### src/ufn_pkg.sv
package ufn_pkg;
  // ----------------------------------------------------------------
  // register map
  // ----------------------------------------------------------------
  localparam logic [7:0]  UFN_FRAME_COUNT_OFS   = 8'h3c; // frame count register
  localparam logic [7:0]  UFN_PERIODIC_THR_OFS  = 8'h40; // periodic threshold register
  localparam logic [7:0]  UFN_FRAME_INTERVAL_OFS = 8'h34; // frame interval register
  localparam logic [7:0]  UFN_FRAME_REMAIN_OFS  = 8'h38; // frame remaining register
  // ----------------------------------------------------------------
  // field layout and reset values
  // ----------------------------------------------------------------
  localparam int          UFN_FIELD_W           = 14;      // counter field width
  localparam logic [13:0] UFN_COUNT_RST         = 14'h0000; // frame count after reset
  localparam logic [13:0] UFN_THR_RST           = 14'h0000; // threshold after reset
  localparam logic [13:0] UFN_INTERVAL_RST      = 14'h2edf; // nominal 11,999 bit times
  localparam logic [13:0] UFN_REMAIN_RST        = 14'h0000; // remaining after reset
  localparam int          UFN_SOF_FLAG_BIT      = 2;       // start-of-frame status bit
  // ----------------------------------------------------------------
  // timing: 12 Mbit/s bit time from a 20 MHz clock
  // ----------------------------------------------------------------
  localparam int          UFN_CLK_HZ            = 20000000; // controller clock
  localparam int          UFN_BIT_HZ            = 12000000; // full-speed bit rate
  // phase accumulator step per clock, in units of clock rate
  localparam logic [24:0] UFN_BIT_STEP          = 25'(UFN_BIT_HZ);
  localparam logic [24:0] UFN_BIT_MOD           = 25'(UFN_CLK_HZ);
  // ----------------------------------------------------------------
  // per-frame sequence states
  // ----------------------------------------------------------------
  typedef enum logic [1:0] {
    UFN_IDLE,
    UFN_SEND_SOF,
    UFN_WRITE_HCCA,
    UFN_RAISE_FLAG
  } ufn_seq_t;
endpackage

### src/ufn_bit_tick.sv
`timescale 1ns/1ps
// ------------------------------------------------------------------
// bit-time tick generator: fractional divider, 12 ticks per 20 clocks
// ------------------------------------------------------------------
module ufn_bit_tick
  import ufn_pkg::*;
(
  input  wire logic clk_in,      // controller clock
  input  wire logic sys_rst_in,  // async reset, active high
  output logic      tick_out     // one-cycle pulse per bit time
);
  logic [24:0] phase;            // accumulator
  logic [25:0] next_phase;       // sum before wrap

  // sum of phase and step
  always_comb begin
    next_phase = {1'b0, phase} + {1'b0, UFN_BIT_STEP};
  end

  // wrap accumulator, pulse on wrap
  always_ff @(posedge clk_in or posedge sys_rst_in) begin
    if (sys_rst_in) begin
      phase    <= '0;
      tick_out <= 1'b0;
    end else if (next_phase >= {1'b0, UFN_BIT_MOD}) begin
      phase    <= 25'(next_phase - {1'b0, UFN_BIT_MOD});
      tick_out <= 1'b1;
    end else begin
      phase    <= next_phase[24:0];
      tick_out <= 1'b0;
    end
  end
endmodule

### src/ufn_frame_timer.sv
`timescale 1ns/1ps
module ufn_frame_timer
  import ufn_pkg::*;
#(
  parameter int FIELD_W = UFN_FIELD_W  // counter field width
)
(
  input  wire logic        clk_in,              // controller clock
  input  wire logic        sys_rst_in,          // async reset, active high
  input  wire logic        reg_wr_in,           // register write strobe
  input  wire logic        reg_rd_in,           // register read strobe
  input  wire logic [7:0]  reg_addr_in,         // register byte offset
  input  wire logic [31:0] reg_wdata_in,        // write data
  output logic      [31:0] reg_rdata_out,       // read data, registered
  input  wire logic        operational_state_in, // controller is operational
  input  wire logic        xfer_busy_in,        // control/bulk transaction in progress
  input  wire logic        hcca_ack_in,         // HCCA write accepted
  output logic             sof_out,             // SOF request pulse
  output logic             hcca_wr_out,         // HCCA write request, held until ack
  output logic      [31:0] hcca_data_out,       // frame count for HCCA
  output logic             start_of_frame_flag_out, // pulse setting status bit 2
  output logic             periodic_priority_out // periodic lists own the bus
);
  // ----------------------------------------------------------------
  // state
  // ----------------------------------------------------------------
  logic [FIELD_W-1:0] frame_count;       // frame number
  logic [FIELD_W-1:0] periodic_threshold; // periodic start point
  logic [FIELD_W-1:0] frame_interval;    // reload value
  logic               interval_toggle;   // interval toggle bit
  logic [FIELD_W-1:0] remaining_bit_times; // down counter
  logic               remain_toggle;     // copy of interval toggle
  logic               oper_q;            // operational state delayed
  logic               bit_tick;          // bit-time pulse
  logic               reload;            // counter reload this cycle
  logic               enter_oper;        // rising edge of operational
  logic               thr_hit;           // threshold reached
  logic               prio_pend;         // waiting for transaction end
  ufn_seq_t           seq;               // per-frame sequence

  // ----------------------------------------------------------------
  // bit-time tick
  // ----------------------------------------------------------------
  ufn_bit_tick u_tick (
    .clk_in     (clk_in),
    .sys_rst_in (sys_rst_in),
    .tick_out   (bit_tick)
  );

  // frame boundary and entry detection
  assign enter_oper = operational_state_in & ~oper_q;
  assign reload     = operational_state_in & bit_tick & (remaining_bit_times == '0);
  assign thr_hit    = operational_state_in & bit_tick & (remaining_bit_times == periodic_threshold);

  // ----------------------------------------------------------------
  // operational edge tracker
  // ----------------------------------------------------------------
  always_ff @(posedge clk_in or posedge sys_rst_in) begin
    if (sys_rst_in) begin
      oper_q <= 1'b0;
    end else begin
      oper_q <= operational_state_in;
    end
  end

  // ----------------------------------------------------------------
  // frame remaining down counter
  // ----------------------------------------------------------------
  always_ff @(posedge clk_in or posedge sys_rst_in) begin
    if (sys_rst_in) begin
      remaining_bit_times <= UFN_REMAIN_RST;
      remain_toggle       <= 1'b0;
    end else if (enter_oper) begin
      // load interval on entry
      remaining_bit_times <= frame_interval;
    end else if (reload) begin
      // reload at zero, copy toggle
      remaining_bit_times <= frame_interval;
      remain_toggle       <= interval_toggle;
    end else if (operational_state_in && bit_tick) begin
      // one count per bit time
      remaining_bit_times <= remaining_bit_times - 1'b1;
    end
  end

  // ----------------------------------------------------------------
  // frame count
  // ----------------------------------------------------------------
  always_ff @(posedge clk_in or posedge sys_rst_in) begin
    if (sys_rst_in) begin
      frame_count <= UFN_COUNT_RST;
    end else if (reload || enter_oper) begin
      // natural wrap from all ones to zero
      frame_count <= frame_count + 1'b1;
    end else if (reg_wr_in && reg_addr_in == UFN_FRAME_COUNT_OFS) begin
      // software write, field only
      frame_count <= reg_wdata_in[FIELD_W-1:0];
    end
  end

  // ----------------------------------------------------------------
  // software-written registers
  // ----------------------------------------------------------------
  always_ff @(posedge clk_in or posedge sys_rst_in) begin
    if (sys_rst_in) begin
      periodic_threshold <= UFN_THR_RST;
      frame_interval     <= UFN_INTERVAL_RST;
      interval_toggle    <= 1'b0;
    end else if (reg_wr_in) begin
      case (reg_addr_in)
        UFN_PERIODIC_THR_OFS: begin
          periodic_threshold <= reg_wdata_in[FIELD_W-1:0];
        end
        UFN_FRAME_INTERVAL_OFS: begin
          frame_interval  <= reg_wdata_in[FIELD_W-1:0];
          interval_toggle <= reg_wdata_in[31];
        end
        default: begin
          // other offsets belong elsewhere
        end
      endcase
    end
  end

  // ----------------------------------------------------------------
  // register read path, reserved bits read zero
  // ----------------------------------------------------------------
  always_ff @(posedge clk_in or posedge sys_rst_in) begin
    if (sys_rst_in) begin
      reg_rdata_out <= '0;
    end else if (reg_rd_in) begin
      case (reg_addr_in)
        UFN_FRAME_COUNT_OFS:    reg_rdata_out <= 32'(frame_count);
        UFN_PERIODIC_THR_OFS:   reg_rdata_out <= 32'(periodic_threshold);
        UFN_FRAME_INTERVAL_OFS: reg_rdata_out <= {interval_toggle, 17'h00000, frame_interval};
        UFN_FRAME_REMAIN_OFS:   reg_rdata_out <= {remain_toggle, 17'h00000, remaining_bit_times};
        default:                reg_rdata_out <= 32'h00000000;
      endcase
    end
  end

  // ----------------------------------------------------------------
  // per-frame sequence: SOF, HCCA write, flag
  // ----------------------------------------------------------------
  always_ff @(posedge clk_in or posedge sys_rst_in) begin
    if (sys_rst_in) begin
      seq                     <= UFN_IDLE;
      sof_out                 <= 1'b0;
      hcca_wr_out             <= 1'b0;
      hcca_data_out           <= '0;
      start_of_frame_flag_out <= 1'b0;
    end else begin
      sof_out                 <= 1'b0;
      start_of_frame_flag_out <= 1'b0;
      case (seq)
        UFN_IDLE: begin
          // wait for a boundary
          if (reload || enter_oper) begin
            seq     <= UFN_SEND_SOF;
            sof_out <= 1'b1;
          end
        end
        UFN_SEND_SOF: begin
          // count already incremented, publish it
          hcca_wr_out   <= 1'b1;
          hcca_data_out <= 32'(frame_count);
          seq           <= UFN_WRITE_HCCA;
        end
        UFN_WRITE_HCCA: begin
          // hold request until accepted
          if (hcca_ack_in) begin
            hcca_wr_out <= 1'b0;
            seq         <= UFN_RAISE_FLAG;
          end
        end
        UFN_RAISE_FLAG: begin
          start_of_frame_flag_out <= 1'b1;
          seq                     <= UFN_IDLE;
        end
        default: begin
          seq <= UFN_IDLE;
        end
      endcase
    end
  end

  // ----------------------------------------------------------------
  // periodic priority: wait for busy transaction, hold to frame end
  // ----------------------------------------------------------------
  always_ff @(posedge clk_in or posedge sys_rst_in) begin
    if (sys_rst_in) begin
      prio_pend             <= 1'b0;
      periodic_priority_out <= 1'b0;
    end else if (reload || !operational_state_in) begin
      // frame over, control/bulk again
      prio_pend             <= 1'b0;
      periodic_priority_out <= 1'b0;
    end else if (thr_hit || prio_pend) begin
      if (xfer_busy_in) begin
        prio_pend <= 1'b1;
      end else begin
        prio_pend             <= 1'b0;
        periodic_priority_out <= 1'b1;
      end
    end
  end

  // ----------------------------------------------------------------
  // checks
  // ----------------------------------------------------------------
  a_count_step: assert property (@(posedge clk_in) disable iff (sys_rst_in)
    (reload || enter_oper) |=> frame_count == FIELD_W'($past(frame_count) + 1'b1))
    else $error("frame count did not step at boundary");
  a_count_wrap: assert property (@(posedge clk_in) disable iff (sys_rst_in)
    (reload && frame_count == '1) |=> frame_count == '0)
    else $error("frame count did not wrap");
  a_oper_bump: assert property (@(posedge clk_in) disable iff (sys_rst_in)
    $rose(operational_state_in) |=> frame_count != $past(frame_count))
    else $error("no increment on entering operational");
  a_hcca_data: assert property (@(posedge clk_in) disable iff (sys_rst_in)
    sof_out |=> hcca_wr_out && hcca_data_out == 32'(frame_count))
    else $error("hcca write missing after sof");
  a_flag_after: assert property (@(posedge clk_in) disable iff (sys_rst_in)
    (hcca_wr_out && hcca_ack_in) |=> ##1 start_of_frame_flag_out)
    else $error("flag not raised after hcca write");
  a_thr_write: assert property (@(posedge clk_in) disable iff (sys_rst_in)
    (reg_wr_in && reg_addr_in == UFN_PERIODIC_THR_OFS)
      |=> periodic_threshold == $past(reg_wdata_in[FIELD_W-1:0]))
    else $error("threshold write lost");
  a_prio_wait: assert property (@(posedge clk_in) disable iff (sys_rst_in)
    (prio_pend && xfer_busy_in && !reload) |=> !periodic_priority_out)
    else $error("priority taken during busy transaction");
  a_prio_grant: assert property (@(posedge clk_in) disable iff (sys_rst_in)
    (thr_hit && !xfer_busy_in && !reload) |=> periodic_priority_out)
    else $error("priority not granted at threshold");
  a_remain_dec: assert property (@(posedge clk_in) disable iff (sys_rst_in)
    (operational_state_in && oper_q && bit_tick && remaining_bit_times != '0)
      |=> remaining_bit_times == FIELD_W'($past(remaining_bit_times) - 1'b1))
    else $error("remaining counter did not decrement");
  c_frame: cover property (@(posedge clk_in) reload);
  c_flag: cover property (@(posedge clk_in) start_of_frame_flag_out);
  c_prio_wait: cover property (@(posedge clk_in) prio_pend ##1 periodic_priority_out);
  c_wrap: cover property (@(posedge clk_in) reload && frame_count == '1);
endmodule

### config.mk
export PLATFORM = sky130hd
export DESIGN_NAME = ufn_frame_timer
export DESIGN_NICKNAME = d
export VERILOG_FILES = /design/src/ufn_pkg.sv /design/src/ufn_bit_tick.sv /design/src/ufn_frame_timer.sv
export SDC_FILE = /design/constraint.sdc
export NUM_CORES = 1
export LEC_CHECK = 0
export BUFFER_PORTS_ARGS = -buffer_cell sky130_fd_sc_hd__buf_2
export CAP_MARGIN = 0
export CORE_ASPECT_RATIO = 1.75
export CORE_MARGIN = 5
export CORE_UTILIZATION = 30
export CTS_CLUSTER_DIAMETER = 80
export CTS_CLUSTER_SIZE = 12
export DETAILED_ROUTE_END_ITERATION = 7
export SLEW_MARGIN = 20
export SYNTH_ARGS = -nofsm -noshare
export SYNTH_HDL_FRONTEND = slang
export SYNTH_SLANG_ARGS = --single-unit
export TNS_END_PERCENT = 100
### constraint.sdc
create_clock -name clk_in -period 5.25 [get_ports clk_in]
set_input_delay 0.7875 -clock clk_in [delete_from_list [all_inputs] [get_ports clk_in]]
set_output_delay 0.7875 -clock clk_in [all_outputs]
set_load 0.05 [all_outputs]
# Word-level counts from Yosys, hierarchy flattened
# Cells that the tools add are included.
[word_totals]
out_inout_bits = 68
n_memories = 0
inputBits = 47
ramBits = 0
regBits = 138
latchBits = 0
romBits = 0
[op_classes]
n_lt_le_gt_ge = 1
n_mul = 0
eq_ne = 11
bitwise_logic = 6
shift = 0
addsub = 4
reduce_logical = 18
mux = 22
n_div = 0
[op_table]
columns = ["op", "count"]
rows = [
  ["32-bit one-hot mux with 4 select lines", 1],
  ["14-bit two-way mux", 5],
  ["25-bit by 24-bit adder with 26-bit output (second input constant)", 1],
  ["26-bit by 25-bit greater-or-equal comparator with 1-bit output (second input constant)", 1],
  ["25-bit two-way mux", 1],
  ["25-bit subtractor (second input constant)", 1],
  ["8-bit by 6-bit == test with 1-bit output (second input constant)", 3],
  ["14-bit by 1-bit adder with 14-bit output (second input constant)", 1],
  ["14-bit == test", 1],
  ["14-bit zero test", 1],
  ["14-bit by 1-bit subtractor with 14-bit output (second input constant)", 1],
  ["2-bit AND reduction", 6],
  ["1-bit two-way mux", 11],
  ["8-bit by 7-bit == test with 1-bit output (second input constant)", 1],
  ["2-bit one-hot mux with 4 select lines", 1],
  ["2-bit nonzero test", 3],
  ["1-bit AND", 4],
  ["2-bit == test (second input constant)", 2],
  ["2-bit two-way mux", 2],
  ["2-bit inequality test (second input constant)", 2],
  ["1-bit logical OR", 3],
  ["3-bit nonzero test", 1],
  ["2-bit by 1-bit == test with 1-bit output (second input constant)", 1],
  ["1-bit logical AND", 2],
  ["5 further kinds", 6],
]

# Longest topological paths before layout
[logic_depth]
ltp_word = 5
mapped_depth = 12
mapped_depth_nobuf = 12

# By module
# A second synthesis with hierarchy kept.
[unflattened]
cells_unflattened = 682
area_unflattened_um2 = 6749.0
[by_module_without_submodules]
columns = ["module", "seq_area_each_um2", "cells_each", "n_inst", "area_per_inst_um2"]
rows = [
  ["ufn_frame_timer", 2391.0, 489, 1, 5116.2],
  ["ufn_bit_tick", 450.4, 193, 1, 1632.8],
]

# Least setup slack after synthesis
# OpenSTA, ideal clock, no wires.
[synth_path]
path_type = "reg2reg"
from = "register u_tick.phase[8]"
to = "register u_tick.phase[19]"
required_time_ns = 5.171
setup_slack_ns = 2.570
period_less_slack_ns = 2.680
path_stages_with_launch = 13
path_buffers = 1
arrival_time_ns = 2.601
path_cell_list = "dfrtp_1 > inv_1 > ha_1 > nor2b_1 > o21ai_2 > a21oi_1 > a21oi_1 > or2_2 > o211ai_2 > nand2_2 > buf_6 > nor4b_4 > xor2_1"
[synth_via]
elab_chain_len = 3
[synth_lines]
columns = ["item", "line_no", "source"]
rows = [
  ["start, declared", "ufn_bit_tick.sv:12", "logic [24:0] phase;"],
  ["start signal, assigned", "ufn_bit_tick.sv:26", "phase <= 25'(next_phase - {1'b0, UFN_BIT_MOD});"],
  ["start signal, assigned", "ufn_bit_tick.sv:29", "phase <= next_phase[24:0];"],
  ["25-bit by 24-bit adder with 26-bit output *", "ufn_bit_tick.sv:17", "next_phase = {1'b0, phase} + {1'b0, UFN_BIT_STEP};"],
  ["25-bit subtractor / 26-bit by 25-bit greater-or-equal comparator with 1-bit output (equally long branches)", "ufn_bit_tick.sv:26, ufn_bit_tick.sv:25", ""],
  ["25-bit two-way mux *", "ufn_bit_tick.sv:25", "end else if (next_phase >= {1'b0, UFN_BIT_MOD}) begin"],
]
# Every way passes the cells marked *; elsewhere a longest branch is shown, timed or not.
# A chain may end at the register's enable or synchronous reset.

# Worst setup path in the final report
[layout_path]
from = "register u_tick.phase[8]"
to = "register u_tick.phase[14]"
# The elaborated chain is that of the path after synthesis.

==> run summary <==
Status: finished, final reports clean
Die X: 121 um
Hold endpoint: periodic_priority_out
Final Hold Violating Endpoints: 0
Post-CTS setup buffer count: 0
RR Startpoint: u_tick.phase[8]
Post_cts resized: 0
CP max stage cell: dfrtp_1
Setup Crit Path Kind: register to register
TritonCTS buffer count: 17
Static Leak: 3.35 nW
Detailed-placement wirelength estimate: 13300 um
Commonest non-fill, non-tap cell in the layout: dfrtp_1
Max clock buf depth: 2
Endpoint class of the critical path: register
First-pass GRT wire length: 27500 um
Total wire length: 17300 um
Post-synth EDFFs: 0
Layout cells sized above 1: 0.250
Slew HR: 0.417
Initial antenna violation count: 0
Core ar.: 21400 um^2
Worst R2R Setup Slack: 1.74 ns
Area of the multi-input gates: 3230 um^2
Arrival time of the worst setup path: 3.82 ns
Ys Warns: 0
CTS tree: yes
CP required: 5.56 ns
Startpoint types: register
Vias in the first global route: 5244
Worst-margin pin slew: 0.874 ns
Max_cap viols: 0
Die height: 204 um
Largest net degree at the start of global routing: 68
Worst-Skew Late Latency: 0.41 ns
DP Area: 6930 um^2
Via count: 5117
Crit Path Max Fanout: 11
ANT cells: 0
Sequential share of the synthesized area: 0.438
Crit-path cells: inv_1 > ha_1 > nor2b_1 > o21ai_2 > xnor2_1 > nor3_1 > a31oi_1 > o211ai_2 > nand2_2 > inv_2 > mux2i_1 > nor4bb_1
Post-Syn Area: 6480 um^2
Power per Cell Area: 427 nW/um^2
Setup TNS: 0 ns
Most frequent cells in the layout: 102 x dfrtp_1, 62 x buf_2, 59 x nor2_1
TritonRoute pass-1 iters: 6
Critical path's largest stage delay: 0.49 ns
VDD IR max: 0.209 mV
Design Area, Final: 7540 um^2
Worst-case reg-to-reg path depth: 12
Final Skew: 0.0141 ns
GRT Residual Overflow: 0
Filler Cells Inserted: 2208
Worst hold path depth: 2
Clock sinks: 113
Final worst-path cycle share: 0.669
Wire per inst: 17.0 um
RSZ-0062 raised after global routing: no
Yosys cell types: 73
Post-cts hold buffer count: 0
Global-route usage over all layers: 0.144
Site row count: 71
Final ANT Viol Nets: 0
Worst Hold Class: register to register
IO buf count: 62
Max Slew Vio Count: 0
Die area: 24800 um^2
Syn Area/Cell: 9.85 um^2
Post-DR vias/cell: 5.02
Area grow syn2layout: 16.3%
Reg area: 2840 um^2
CTS H-tree lvls: 4
Post-synth ARST share: 1.00
F_max: 285 MHz
Nets: 774
Starting density of the core: 0.303
Synth Instances: 658
IO Pins: 115
Clock Root Buffer: clkbuf_16
Minimum clock period: 3.51 ns
Hold Path Origin: periodic_priority_out
FF-to-FF End: u_tick.phase[14]
Synth Flop Type: dfrtp_1
DRT iter0 DRCs: 222
Final setup fails: 0
RD Place Congestion: 0.849
CTS clk-pin slew, worst paths: 0.06 ns
DRC viols: 0
Synthesized flop and latch total: 113
## cell type report
cell class,instances,share of cell area
multi-input combinational,481,0.428
sequential,113,0.377
clock buffer,18,0.0569
timing repair buffer,70,0.0491
tap,292,0.0485
clock inverter,14,0.0242
inverter,32,0.0163
## synth_stat cells (2+ instances only)
cell	number	area, um^2
a22oi_1	5	37.5
buf_4	37	278
nor3_1	12	60.1
nand4_1	6	37.5
a211oi_1	10	75.1
nand2_1	46	173
nand2_2	2	12.5
or3_1	4	25.0
nand3_1	13	65.1
nor2_1	59	221
clkbuf_1	16	60.1
mux2_2	44	495
buf_6	2	22.5
and2_1	5	31.3
a21oi_2	2	17.5
o211ai_1	4	30.0
dfstp_2	11	289
a21o_1	2	15.0
xor2_1	9	78.8
o21ai_0	38	190
xnor2_1	31	272
a21boi_0	7	52.6
buf_2	8	40.0
a222oi_1	6	60.1
ha_1	12	150
a221oi_1	8	70.1
nor2_2	2	12.5
inv_1	31	116
dfrtp_1	102	2550
o22ai_1	18	113
or2_2	7	43.8
a32oi_1	2	17.5
mux2i_1	2	20.0
a21oi_1	23	115
and3b_1	3	26.3
o21a_1	3	22.5
a221o_1	8	80.1
a311oi_1	2	17.5
and3_1	6	37.5
nor2b_1	2	12.5
a22o_1	8	70.1
o211ai_2	2	25.0
nor3b_1	4	30.0
nor4_1	5	31.3
## kinds of logic after synthesis
logic type | count (synthesis) | synth area share
xor gates and xnor gates | 40 | 0.0540
muxes | 46 | 0.0795
AOI/OAI and AO/OA | 163 | 0.180
other | 1 | 0.000578
and+or+nand+nor | 185 | 0.141
DFF | 113 | 0.438
buffers and inverters | 98 | 0.0837
adders and majority gates | 12 | 0.0232
## routing by layer
metal	share of wire	vias to the layer above	GRT usage
met3	0.036	40	0.0224
met1	0.35	2510	0.142
met5	0	-	0
met4	0.039	0	0.0821
li1	-	2427	-
met2	0.57	140	0.277
## stage by stage
step                utilization  hold WS (ns)  cells  setup slack [ns]  power, mW
finish                    0.352         0.491   1020              1.74       3.22
global route              0.352         0.525   1020              1.40       3.39
CTS                       0.352         0.501   1020              1.76       3.26
detailed placement        0.324         0.488    988              1.82       2.05
global placement          0.324         0.481    988              1.82       2.04
floorplan                     -         0.461    692              1.49       1.84
## worst max path at each step
stage	start	to	slack, ns	depth (start not counted)
final	u_tick.phase[8]	u_tick.phase[14]	1.74	12
after global routing	u_tick.phase[8]	u_tick.phase[14]	1.40	12
after CTS	u_tick.phase[8]	u_tick.phase[14]	1.76	12
after detailed placement	u_tick.phase[8]	u_tick.phase[14]	1.82	12
after global placement	u_tick.phase[8]	u_tick.phase[14]	1.82	12
after floorplan	sys_rst_in	frame_count[0]	1.49	1
## worst max-delay path, delay by kind of cell (launching register included)
kind / cells / cell delay [ns]
flip-flops: 1 / 0.49
buffers and inverters: 2 / 0.32
adder cells (fa/ha/maj): 1 / 0.26
AND/OR/NAND/NOR: 4 / 1.06
XOR/XNOR: 1 / 0.42
multiplexers: 1 / 0.17
AO/OA/AOI/OAI: 3 / 0.67
## flip-flops by register name (all words and copies together) (netlist names)
signal and cells:
frame_count 14, frame_interval 14, oper_q 1, seq 2, start_of_frame_flag_out 1, remaining_bit_times 14, remain_toggle 1, sof_out 1
periodic_priority_out 1, periodic_threshold 14, interval_toggle 1, hcca_data_out 14, u_tick.tick_out 1, u_tick.phase 17, prio_pend 1, reg_rdata_out 15
hcca_wr_out 1
## where the power goes
group | leakage, nW | switching, mW | internal, mW
sequential | 1.37 | 0.174 | 1.02
combinational | 1.70 | 0.562 | 0.279
clock | 0.287 | 0.436 | 0.752
total | 3.35 | 1.17 | 2.05
Power figures use the tool's default switching activity.
